## src/common/boot_req_pkg.sv

```systemverilog
// Constants and types shared by the boot-time control request interpreter.
// How it works
// - Vendor OUT 0x91 writes wValue low byte to external memory at wIndex.
// - Vendor IN 0x92 returns one EEPROM byte from the wIndex address.
// - EEPROM read takes device number zero to seven from wValue high byte.
// - EEPROM read takes memory category zero to three from wValue bits 1:0.
// - Bit 7 of wValue low byte selects 400 kHz I2C speed.
// - Device number, category and speed persist from the last EEPROM read.
// - Vendor OUT 0x93 writes wValue low byte to EEPROM at wIndex.
// - Vendor request 0x94 returns boot ROM byte at wIndex address.
// - Request type MSB sets the direction bit before serving.
// - A decoded request is dropped if a newer setup is pending.
// - After serving, a pending setup sends the machine back to decode.
// - Completion clears the interrupt source first, then the vector register.
// - Handles control read and write transfers; interrupt per setup, IN, OUT.
// - Get-status returns device power/wakeup or endpoint stall status.
// - Get-status on an interface returns two zero bytes.
// - Device, configuration, string descriptors returned; interface, endpoint stalled.
// - Get-configuration and get-interface return stored values.
// - Clear-feature on endpoint unstalls if the direction bit is clear; on device or interface stalls.
// - Set-feature on endpoint stalls it if the direction bit is clear; on device or interface stalls.
// - Set-address, set-configuration, set-interface store; set-descriptor, synch-frame stall.
// - Vendor IN 0x90 returns the external memory byte at wIndex.
`default_nettype none

package boot_req_pkg;
	localparam logic [7:0] REQ_EXT_RD = 8'h90;
	localparam logic [7:0] REQ_EXT_WR = 8'h91;
	localparam logic [7:0] REQ_EE_RD = 8'h92;
	localparam logic [7:0] REQ_EE_WR = 8'h93;
	localparam logic [7:0] REQ_ROM_RD = 8'h94;
	localparam logic [7:0] STD_GET_STATUS = 8'h00;
	localparam logic [7:0] STD_CLR_FEATURE = 8'h01;
	localparam logic [7:0] STD_SET_FEATURE = 8'h03;
	localparam logic [7:0] STD_SET_ADDRESS = 8'h05;
	localparam logic [7:0] STD_GET_DESC = 8'h06;
	localparam logic [7:0] STD_SET_DESC = 8'h07;
	localparam logic [7:0] STD_GET_CONFIG = 8'h08;
	localparam logic [7:0] STD_SET_CONFIG = 8'h09;
	localparam logic [7:0] STD_GET_IFACE = 8'h0a;
	localparam logic [7:0] STD_SET_IFACE = 8'h0b;
	localparam logic [7:0] STD_SYNCH_FRAME = 8'h0c;
	localparam logic [1:0] TYPE_STANDARD = 2'h0;
	localparam logic [1:0] TYPE_VENDOR = 2'h2;
	localparam logic [1:0] RCPT_DEVICE = 2'h0;
	localparam logic [1:0] RCPT_IFACE = 2'h1;
	localparam logic [1:0] RCPT_ENDPOINT = 2'h2;
	localparam logic [7:0] DESC_DEVICE = 8'h01;
	localparam logic [7:0] DESC_CONFIG = 8'h02;
	localparam logic [7:0] DESC_STRING = 8'h03;
	localparam int DIR_BIT = 7;
	localparam int TYPE_LSB = 5;
	localparam int SPEED_BIT = 7;
	localparam logic [2:0] DEV_NUM_MAX = 3'h7;
	localparam logic [2:0] EE_DEV_RST = 3'h0;
	localparam logic [1:0] EE_CAT_RST = 2'h0;
	localparam int EE_CAT_BITS = 2;
	localparam logic [6:0] ADDR_RST = 7'h00;
	localparam logic [7:0] CFG_RST = 8'h00;
	localparam logic [15:0] ZERO16 = 16'h0000;
	localparam logic [15:0] LEN_ONE = 16'h0001;

	typedef enum logic [3:0] {
		K_NONE, K_EXT_RD, K_EXT_WR, K_EE_RD, K_EE_WR, K_ROM_RD,
		K_STAT, K_DESC, K_CFG_RD, K_IF_RD, K_FEAT, K_ADDR, K_CFG_WR, K_IF_WR, K_STALL
	} kind_t;
endpackage : boot_req_pkg

`default_nettype wire

```

## src/common/setup_if.sv

```systemverilog
// Decoded setup fields passed from the decoder to the request sequencer.
`default_nettype none

interface setup_if;
	boot_req_pkg::kind_t kind;
	logic dir_in;
	logic [1:0] rcpt;
	logic [7:0] value_lo;
	logic [7:0] value_hi;
	logic [15:0] index;
	modport dec (output kind, dir_in, rcpt, value_lo, value_hi, index);
	modport seq (input kind, dir_in, rcpt, value_lo, value_hi, index);
endinterface : setup_if

`default_nettype wire

```

## src/rtl/setup_decode.sv

```systemverilog
// Combinational classifier of an eight-byte setup packet.
`default_nettype none

module setup_decode (
	input wire logic [7:0] req_type,
	input wire logic [7:0] req_code,
	input wire logic [15:0] w_value,
	input wire logic [15:0] w_index,
	input wire logic [15:0] w_length,
	setup_if.dec sif
);
	function automatic boot_req_pkg::kind_t classify(input logic [7:0] rt, input logic [7:0] rc,
			input logic [15:0] wv, input logic [15:0] wl);
		logic [1:0] ty;
		logic [1:0] rp;
		boot_req_pkg::kind_t k;
		ty = rt[boot_req_pkg::TYPE_LSB +: 2];
		rp = rt[1:0];
		k = boot_req_pkg::K_STALL;
		if (ty == boot_req_pkg::TYPE_VENDOR) begin
			case (rc)
				boot_req_pkg::REQ_EXT_RD: if (wl == boot_req_pkg::LEN_ONE) k = boot_req_pkg::K_EXT_RD;
				boot_req_pkg::REQ_EXT_WR: if (wl == boot_req_pkg::ZERO16 && wv[15:8] == 8'h00) k = boot_req_pkg::K_EXT_WR;
				boot_req_pkg::REQ_EE_RD: if (wl == boot_req_pkg::LEN_ONE && wv[15:8] <= {5'h00, boot_req_pkg::DEV_NUM_MAX})
					k = boot_req_pkg::K_EE_RD;
				boot_req_pkg::REQ_EE_WR: if (wl == boot_req_pkg::ZERO16) k = boot_req_pkg::K_EE_WR;
				boot_req_pkg::REQ_ROM_RD: if (wl == boot_req_pkg::LEN_ONE) k = boot_req_pkg::K_ROM_RD;
				default: k = boot_req_pkg::K_STALL;
			endcase
		end else if (ty == boot_req_pkg::TYPE_STANDARD) begin
			case (rc)
				boot_req_pkg::STD_GET_STATUS: k = boot_req_pkg::K_STAT;
				boot_req_pkg::STD_GET_DESC: begin
					if (wv[15:8] == boot_req_pkg::DESC_DEVICE || wv[15:8] == boot_req_pkg::DESC_CONFIG
							|| wv[15:8] == boot_req_pkg::DESC_STRING)
						k = boot_req_pkg::K_DESC;
				end
				boot_req_pkg::STD_GET_CONFIG: k = boot_req_pkg::K_CFG_RD;
				boot_req_pkg::STD_GET_IFACE: k = boot_req_pkg::K_IF_RD;
				boot_req_pkg::STD_CLR_FEATURE, boot_req_pkg::STD_SET_FEATURE: begin
					if (rp == boot_req_pkg::RCPT_ENDPOINT) k = boot_req_pkg::K_FEAT;
				end
				boot_req_pkg::STD_SET_ADDRESS: k = boot_req_pkg::K_ADDR;
				boot_req_pkg::STD_SET_CONFIG: k = boot_req_pkg::K_CFG_WR;
				boot_req_pkg::STD_SET_IFACE: k = boot_req_pkg::K_IF_WR;
				default: k = boot_req_pkg::K_STALL;
			endcase
		end
		return k;
	endfunction : classify

	always_comb begin
		sif.kind = classify(req_type, req_code, w_value, w_length);
		sif.dir_in = req_type[boot_req_pkg::DIR_BIT];
		sif.rcpt = req_type[1:0];
		sif.value_lo = w_value[7:0];
		sif.value_hi = w_value[15:8];
		sif.index = w_index;
	end
endmodule : setup_decode

`default_nettype wire

```

## src/rtl/usb_boot_request_handler.sv

```systemverilog
// Endpoint-zero request sequencer serving vendor memory requests and standard requests.
`default_nettype none

module usb_boot_request_handler (
	input wire logic clock,
	input wire logic nrst,
	input wire logic setup_pending,
	input wire logic [7:0] req_type,
	input wire logic [7:0] req_code,
	input wire logic [15:0] w_value,
	input wire logic [15:0] w_index,
	input wire logic [15:0] w_length,
	input wire logic token_in,
	input wire logic token_out,
	input wire logic self_powered,
	input wire logic remote_wakeup,
	input wire logic [15:0] ep_stall_status,
	output logic usb_event_irq,
	output logic mem_req,
	output logic mem_we,
	output logic [15:0] mem_addr,
	output logic [7:0] mem_wdata,
	input wire logic mem_ack,
	input wire logic [7:0] mem_rdata,
	output logic rom_req,
	output logic [15:0] rom_addr,
	input wire logic rom_ack,
	input wire logic [7:0] rom_rdata,
	output logic i2c_req,
	output logic i2c_we,
	output logic [2:0] i2c_dev_num,
	output logic [1:0] i2c_category,
	output logic i2c_fast,
	output logic [15:0] i2c_addr,
	output logic [7:0] i2c_wdata,
	input wire logic i2c_ack,
	input wire logic [7:0] i2c_rdata,
	output logic desc_req,
	output logic [15:0] desc_select,
	input wire logic desc_ack,
	output logic usb_dir_in,
	output logic [1:0] reply_len,
	output logic [15:0] reply_data,
	output logic reply_valid,
	output logic ep0_stall,
	output logic ep_stall_set,
	output logic ep_stall_clr,
	output logic [3:0] ep_sel,
	output logic [6:0] usb_address,
	output logic [7:0] stored_configuration_value,
	output logic [7:0] stored_interface_number,
	output logic clr_irq_source,
	output logic clr_interrupt_vector_register
);
	typedef enum logic [2:0] {S_IDLE, S_DIR, S_DECODE, S_SERVE, S_WAIT, S_RECHECK, S_CLR_SRC, S_CLR_VEC} state_t;

	typedef struct packed {
		state_t st;
		boot_req_pkg::kind_t kind;
		logic [1:0] rcpt;
		logic [7:0] vlo;
		logic [7:0] vhi;
		logic [15:0] idx;
		logic dir_in;
		logic [2:0] dev;
		logic [1:0] cat;
		logic fast;
		logic [6:0] addr;
		logic [7:0] cfg;
		logic [7:0] ifc;
		logic fset;
		logic mreq;
		logic mwe;
		logic [7:0] mwdata;
		logic rreq;
		logic ireq;
		logic iwe;
		logic dreq;
		logic [1:0] rlen;
		logic [15:0] rdata;
		logic rvalid;
		logic stall;
		logic sset;
		logic sclr;
		logic csrc;
		logic cvec;
		logic evt;
	} regs_t;

	setup_if sif ();
	regs_t r;
	regs_t nxt;

	setup_decode u_decode (
		.req_type(req_type),
		.req_code(req_code),
		.w_value(w_value),
		.w_index(w_index),
		.w_length(w_length),
		.sif(sif)
	);

	////////////////////////////////////////////////////////////////////////////////
	// Sequencer.

	always_comb begin
		nxt = r;
		nxt.sset = 1'b0;
		nxt.sclr = 1'b0;
		nxt.csrc = 1'b0;
		nxt.cvec = 1'b0;
		nxt.rvalid = 1'b0;
		// Every setup and every data-stage token raises one event pulse.
		nxt.evt = setup_pending | token_in | token_out;
		case (r.st)
			S_IDLE: begin
				if (setup_pending) begin
					nxt.st = S_DIR;
				end
			end
			S_DIR: begin
				nxt.dir_in = sif.dir_in;
				nxt.stall = 1'b0;
				nxt.st = S_DECODE;
			end
			S_DECODE: begin
				nxt.kind = sif.kind;
				nxt.rcpt = sif.rcpt;
				nxt.vlo = sif.value_lo;
				nxt.vhi = sif.value_hi;
				nxt.idx = sif.index;
				nxt.dir_in = sif.dir_in;
				// The setup fields need not hold past decode, and a redecoded setup skips the direction step.
				nxt.fset = req_code[1];
				nxt.stall = 1'b0;
				nxt.st = S_SERVE;
			end
			S_SERVE: begin
				// A newer setup overrides the decoded one before any side effect.
				if (setup_pending) begin
					nxt.st = S_CLR_SRC;
				end else begin
					nxt.st = S_RECHECK;
					case (r.kind)
						boot_req_pkg::K_EXT_RD: begin
							nxt.mreq = 1'b1;
							nxt.mwe = 1'b0;
							nxt.st = S_WAIT;
						end
						boot_req_pkg::K_EXT_WR: begin
							nxt.mreq = 1'b1;
							nxt.mwe = 1'b1;
							nxt.mwdata = r.vlo;
							nxt.st = S_WAIT;
						end
						boot_req_pkg::K_EE_RD: begin
							nxt.dev = r.vhi[2:0];
							nxt.cat = r.vlo[boot_req_pkg::EE_CAT_BITS-1:0];
							nxt.fast = r.vlo[boot_req_pkg::SPEED_BIT];
							nxt.ireq = 1'b1;
							nxt.iwe = 1'b0;
							nxt.st = S_WAIT;
						end
						boot_req_pkg::K_EE_WR: begin
							nxt.ireq = 1'b1;
							nxt.iwe = 1'b1;
							nxt.mwdata = r.vlo;
							nxt.st = S_WAIT;
						end
						boot_req_pkg::K_ROM_RD: begin
							nxt.rreq = 1'b1;
							nxt.st = S_WAIT;
						end
						boot_req_pkg::K_STAT: begin
							nxt.rlen = 2'h2;
							nxt.rvalid = 1'b1;
							case (r.rcpt)
								boot_req_pkg::RCPT_DEVICE: nxt.rdata = {14'h0000, remote_wakeup, self_powered};
								boot_req_pkg::RCPT_ENDPOINT: nxt.rdata = {15'h0000, ep_stall_status[r.idx[3:0]]};
								default: nxt.rdata = boot_req_pkg::ZERO16;
							endcase
						end
						boot_req_pkg::K_DESC: begin
							nxt.dreq = 1'b1;
							nxt.st = S_WAIT;
						end
						boot_req_pkg::K_CFG_RD: begin
							nxt.rlen = 2'h1;
							nxt.rdata = {8'h00, r.cfg};
							nxt.rvalid = 1'b1;
						end
						boot_req_pkg::K_IF_RD: begin
							nxt.rlen = 2'h1;
							nxt.rdata = {8'h00, r.ifc};
							nxt.rvalid = 1'b1;
						end
						boot_req_pkg::K_FEAT: begin
							// Bit 1 of the code separates set-feature from clear-feature.
							nxt.sset = r.dir_in ? 1'b0 : r.fset;
							nxt.sclr = r.dir_in ? 1'b0 : ~r.fset;
						end
						boot_req_pkg::K_ADDR: nxt.addr = r.vlo[6:0];
						boot_req_pkg::K_CFG_WR: nxt.cfg = r.vlo;
						boot_req_pkg::K_IF_WR: nxt.ifc = r.vlo;
						default: nxt.stall = 1'b1;
					endcase
				end
			end
			S_WAIT: begin
				if (r.mreq && mem_ack) begin
					nxt.mreq = 1'b0;
					nxt.st = S_RECHECK;
					if (!r.mwe) begin
						nxt.rlen = 2'h1;
						nxt.rdata = {8'h00, mem_rdata};
						nxt.rvalid = 1'b1;
					end
				end else if (r.ireq && i2c_ack) begin
					nxt.ireq = 1'b0;
					nxt.st = S_RECHECK;
					if (!r.iwe) begin
						nxt.rlen = 2'h1;
						nxt.rdata = {8'h00, i2c_rdata};
						nxt.rvalid = 1'b1;
					end
				end else if (r.rreq && rom_ack) begin
					nxt.rreq = 1'b0;
					nxt.st = S_RECHECK;
					nxt.rlen = 2'h1;
					nxt.rdata = {8'h00, rom_rdata};
					nxt.rvalid = 1'b1;
				end else if (r.dreq && desc_ack) begin
					nxt.dreq = 1'b0;
					nxt.st = S_RECHECK;
				end
			end
			S_RECHECK: begin
				nxt.st = setup_pending ? S_DECODE : S_CLR_SRC;
			end
			S_CLR_SRC: begin
				nxt.csrc = 1'b1;
				nxt.st = S_CLR_VEC;
			end
			S_CLR_VEC: begin
				nxt.cvec = 1'b1;
				nxt.st = S_IDLE;
			end
			default: nxt.st = S_IDLE;
		endcase
	end

	always_ff @(posedge clock) begin
		if (!nrst) begin
			r <= '0;
			r.st <= S_IDLE;
			r.kind <= boot_req_pkg::K_NONE;
			r.dev <= boot_req_pkg::EE_DEV_RST;
			r.cat <= boot_req_pkg::EE_CAT_RST;
			r.addr <= boot_req_pkg::ADDR_RST;
			r.cfg <= boot_req_pkg::CFG_RST;
			r.ifc <= boot_req_pkg::CFG_RST;
		end else begin
			r <= nxt;
		end
	end

	////////////////////////////////////////////////////////////////////////////////
	// Outputs.

	always_comb begin
		usb_event_irq = r.evt;
		mem_req = r.mreq;
		mem_we = r.mwe;
		mem_addr = r.idx;
		mem_wdata = r.mwdata;
		rom_req = r.rreq;
		rom_addr = r.idx;
		i2c_req = r.ireq;
		i2c_we = r.iwe;
		i2c_dev_num = r.dev;
		i2c_category = r.cat;
		i2c_fast = r.fast;
		i2c_addr = r.idx;
		i2c_wdata = r.mwdata;
		desc_req = r.dreq;
		desc_select = {r.vhi, r.vlo};
		usb_dir_in = r.dir_in;
		reply_len = r.rlen;
		reply_data = r.rdata;
		reply_valid = r.rvalid;
		ep0_stall = r.stall;
		ep_stall_set = r.sset;
		ep_stall_clr = r.sclr;
		ep_sel = r.idx[3:0];
		usb_address = r.addr;
		stored_configuration_value = r.cfg;
		stored_interface_number = r.ifc;
		clr_irq_source = r.csrc;
		clr_interrupt_vector_register = r.cvec;
	end

	////////////////////////////////////////////////////////////////////////////////
	// Checks.

	chk_vec_after_src: assert property (@(posedge clock) disable iff (!nrst)
		r.csrc |=> r.cvec) else $error("vector clear did not follow source clear");
	chk_vec_order: assert property (@(posedge clock) disable iff (!nrst)
		r.cvec |-> $past(r.csrc)) else $error("vector cleared before source");
	chk_abandon: assert property (@(posedge clock) disable iff (!nrst)
		(r.st == S_SERVE && setup_pending) |=> (r.st == S_CLR_SRC && !r.mreq && !r.ireq))
		else $error("request served despite pending setup");
	chk_recheck: assert property (@(posedge clock) disable iff (!nrst)
		(r.st == S_RECHECK && setup_pending) |=> r.st == S_DECODE) else $error("pending setup not redecoded");
	chk_dir_bit: assert property (@(posedge clock) disable iff (!nrst)
		r.st == S_DIR |=> r.dir_in == $past(req_type[7])) else $error("direction bit mismatch");
	chk_ext_wr: assert property (@(posedge clock) disable iff (!nrst)
		(r.st == S_SERVE && !setup_pending && r.kind == boot_req_pkg::K_EXT_WR)
		|=> (mem_req && mem_we && mem_wdata == $past(r.vlo))) else $error("external write not issued");
	chk_ee_speed: assert property (@(posedge clock) disable iff (!nrst)
		(r.st == S_SERVE && !setup_pending && r.kind == boot_req_pkg::K_EE_RD)
		|=> i2c_fast == $past(r.vlo[7])) else $error("I2C speed not taken");
	chk_ee_keep: assert property (@(posedge clock) disable iff (!nrst)
		(r.kind != boot_req_pkg::K_EE_RD) |=> $stable(i2c_dev_num)) else $error("EEPROM settings changed");
	chk_unknown_stall: assert property (@(posedge clock) disable iff (!nrst)
		(r.st == S_SERVE && !setup_pending && r.kind == boot_req_pkg::K_STALL) |=> ep0_stall)
		else $error("unknown request not stalled");
	chk_iface_zero: assert property (@(posedge clock) disable iff (!nrst)
		(r.st == S_SERVE && !setup_pending && r.kind == boot_req_pkg::K_STAT && r.rcpt == boot_req_pkg::RCPT_IFACE)
		|=> (reply_valid && reply_len == 2'h2 && reply_data == 16'h0000)) else $error("interface status not zero");
endmodule : usb_boot_request_handler

`default_nettype wire
```

## config.mk

```make
export PLATFORM = sky130hd
export DESIGN_NAME = usb_boot_request_handler
export DESIGN_NICKNAME = d
export VERILOG_FILES = /design/src/common/boot_req_pkg.sv /design/src/common/setup_if.sv /design/src/rtl/setup_decode.sv /design/src/rtl/usb_boot_request_handler.sv
export SDC_FILE = /design/constraint.sdc
export NUM_CORES = 1
export LEC_CHECK = 0
export BUFFER_PORTS_ARGS = -buffer_cell sky130_fd_sc_hd__buf_2
export CAP_MARGIN = 0
export CORE_AREA = 2 2 126 128
export CTS_CLUSTER_SIZE = 12
export DETAILED_ROUTE_END_ITERATION = 8
export DIE_AREA = 0 0 128 130
export PLACE_DENSITY = 0.68
export SYNTH_ARGS = -nofsm -noshare
export SYNTH_HDL_FRONTEND = slang
export SYNTH_HIERARCHICAL = 1
export SYNTH_SLANG_ARGS = --single-unit
```

## constraint.sdc

```tcl
create_clock -name clock -period 3.7 [get_ports clock]
set_clock_uncertainty 0.1 [all_clocks]
set_input_delay 0.185 -clock clock [delete_from_list [all_inputs] [get_ports clock]]
set_output_delay 0.185 -clock clock [all_outputs]
set_load 0.01 [all_outputs]
```

==> out/results.tsv <==
stage	metric	value	unit
timing	RSZ-0062 raised after global routing	false	
detailed_routing	DR WL/cell	15.4	um
clock_network	CTS Buffer Depth	2	
placed_design	number of port buffers	248	
clock_network	clk slew on worst S/H paths	0.07	ns
timing	worst setup margin	1.42	ns
floorplan	Initial Util	39.2	%
synthesis	post-synth cell types	71	
detailed_routing	wl on met1	7120	um
job	max cap viols	0	
setup_path	crit path DAT	2.43	ns
synthesis	Mean Syn Cell Area	8.21	um^2
cells_and_area	Area Overhead vs Synth	13.4	%
synthesis	Seq cells post-synth	103	
clock_network	Worst-Skew Late Latency	0.35	ns
timing	fin crit period	2.28	ns
timing	# setup viols final	0	
setup_path	R2R depth	5	
synthesis	Synth Area in Compound Gates	14.6	%
setup_path	RR Startpoint	r[104]	
synthesis	Synth Area in XOR/XNOR	0.290	%
floorplan	Die Area	16600	um^2
synthesis	Main synth FF type	dfxtp_1	
cells_and_area	Final nets	956	
floorplan	core area	15400	um^2
placed_design	GP Congestion	0.799	
synthesis	Synth Instances	736	
floorplan	IO Count	260	
clock_network	CTS tree	yes	
run_status	status	finished clean	
clock_network	H-tree depth	3	
floorplan	Die Span X	128	um
clock_network	Clock Sinks	103	
global_route	largest net degree at the start of global routing	45	
setup_path	CP Capture Type	flop	
power_and_ir_drop	pwr/cell area	382	nW/um^2
clock_network	Post-CTS Setup Bufs	0	
setup_path	worst path required time	3.85	ns
detailed_routing	Top Metal Used	met4	
global_route	first-pass GRT wire length	23800	um
detailed_routing	metal2 WL	7770	um
synthesis	Synth Area in Simple Gates	18.8	%
setup_path	reg-to-reg critical path endpoint	reply_len[1]	
timing	Worst Max-Slew Pin Slew	0.850	ns
synthesis	number of enable flip-flop cells after synthesis	0	
synthesis	post-synthesis adder-cell area fraction	0	%
clock_network	cts-stage hold buffer count	38	
floorplan	Die Height	130	um
clock_network	CTS Buf Count	9	
detailed_routing	via/cell ratio	4.94	
timing	setup_tns	0	ns
detailed_routing	Routed Antenna Nets	0	
floorplan	Rows	46	
hold_path	HP Start	req_type[1]	
power_and_ir_drop	VDD IR max	0.000202	V
clock_network	post_cts resized	0	
setup_path	r2r setup slk	1.42	ns
clock_network	root buf cell	clkbuf_16	
timing	Max-slew headroom	43.4	%
hold_path	Hold Path Stages	3	
detailed_routing	Routed WL	16000	um
setup_path	Setup crit start kind	flop	
timing	Hold Vio Cnt, Final	0	
detailed_routing	Initial DRC Count	216	
synthesis	Async SR Flop Fraction	0	%
global_route	number of global-route vias before repair	4584	
hold_path	hold crit path type	in -> reg	
synthesis	post-synthesis mux area share	8.34	%
placed_design	Placement Setup Slack	1.40	ns
global_route	initial antenna violation count	0	
synthesis	sequential element share of the synthesized area	34.1	%
synthesis	largest family of logic cells by synthesized area	buffers and inverters	
global_route	Total GRT Usage	18.3	%
hold_path	Hold EP	r[103]	
power_and_ir_drop	Tot Pwr	2.62	mW
synthesis	Synth Warn #	6	
detailed_routing	via count	5126	
cells_and_area	Antenna Diode Count	0	
global_route	grt ovf	0	
detailed_routing	drt pass-1 iters	4	
setup_path	crit path max fanout	20	
power_and_ir_drop	Pleak	3.25	nW
cells_and_area	share of cells above drive strength 1	35.5	%
placed_design	hpwl dp	11400	um
setup_path	Crit Path Category	reg -> reg	
detailed_routing	met3 WL post-DR	890	um
timing	Slew Limit Fails	0	
synthesis	Mapped Area	6040	um^2
detailed_routing	DRC	0	
timing	Tcrit/Tclk final	61.6	%
timing	Peak Freq	438	MHz
critical path: stages (launching register included):
cell,delay [ns]
dfxtp_1,0.87
nor2_1,0.19
a31oi_1,0.29
and2_1,0.42
nor2_1,0.09
o211a_1,0.22
per-stage QoR:
stage / hold WS [ns] / instance area (um^2) / cells / utilization, %
finish: 0.0119 / 6850 / 1037 / 44.4
global route: 0.0106 / 6850 / 1037 / 44.4
CTS: 0.00263 / 6850 / 1037 / 44.4
detailed placement: 0.302 / 6170 / 984 / 40.0
global placement: 0.296 / 6170 / 984 / 40.0
floorplan: 0.205 / 6070 / 743 / -
cells in the final DEF, fill, tap and decap left out, drive strengths merged, types with 9 or more instances in the layout:
master         n
a21oi         65
a22o           9
a31oi          9
buf          252
clkbuf        11
dfxtp        103
dlygate4sd3   38
mux2i         35
nand2        114
nand3         12
nor2          54
nor3          10
o21ai         23
synth_stat cells, drive strengths merged (7+ instances only):
library cell	count	area [um^2]
a21oi	65	325
a22o	9	78.8
a22oi	8	60.1
a31oi	9	56.3
buf	183	1340
clkbuf	20	75.1
dfxtp	103	2060
mux2	7	78.8
mux2i	35	350
nand2	114	428
nand3	12	60.1
nor2	54	213
nor3	10	66.3
nor4	8	65.1
o21ai	23	115
kinds of logic after synthesis:
| logic type | count (synthesis) |
|---|---|
| simple gates | 235 |
| buf+inv | 209 |
| compound gates | 141 |
| flops | 103 |
| mux | 45 |
| xor+xnor | 2 |
| other cells | 1 |
flip-flops by register name (all words and copies together), names as in the netlist, 2 cells and up:
register	flops
reply_data	8
i2c_category	2
r	10
i2c_wdata	8
reply_len	2
usb_address	7
desc_select	16
i2c_dev_num	3
stored_configuration_value	8
i2c_addr	16
stored_interface_number	8
cell type report:
type | count | area [um^2]
well taps | 192 | 240
fillers | 1577 | 8570
multi-input cells | 431 | 2570
clock buffers | 11 | 253
repair buffers | 290 | 1650
clock inverters | 4 | 52.6
inverters | 6 | 23.8
flip-flops and latches | 103 | 2060
worst max-delay path by stage:
stage                start              end  cells past startpoint
global placement    r[105]   i2c_dev_num[0]                      5
detailed placement  r[105]  i2c_category[1]                      5
floorplan           i2c_we     reply_len[1]                      7
CTS                 r[105]   i2c_dev_num[0]                      5
finish              r[104]     reply_len[1]                      5
global route        r[105]  i2c_category[1]                      5
layer usage:
metal / up-vias / GRT usage, %
li1: 2558 / -
met1: 2371 / 22.6
met2: 185 / 32.1
met3: 12 / 3.65
met4: 0 / 6.01
met5: - / 0
power by group:
group / total (mW) / switching, mW / internal [mW]
clock network: 0.999 / 0.438 / 0.561
logic: 0.405 / 0.223 / 0.183
registers: 1.22 / 0.0657 / 1.15
No activity file was read; power rests on OpenSTA's default activity.
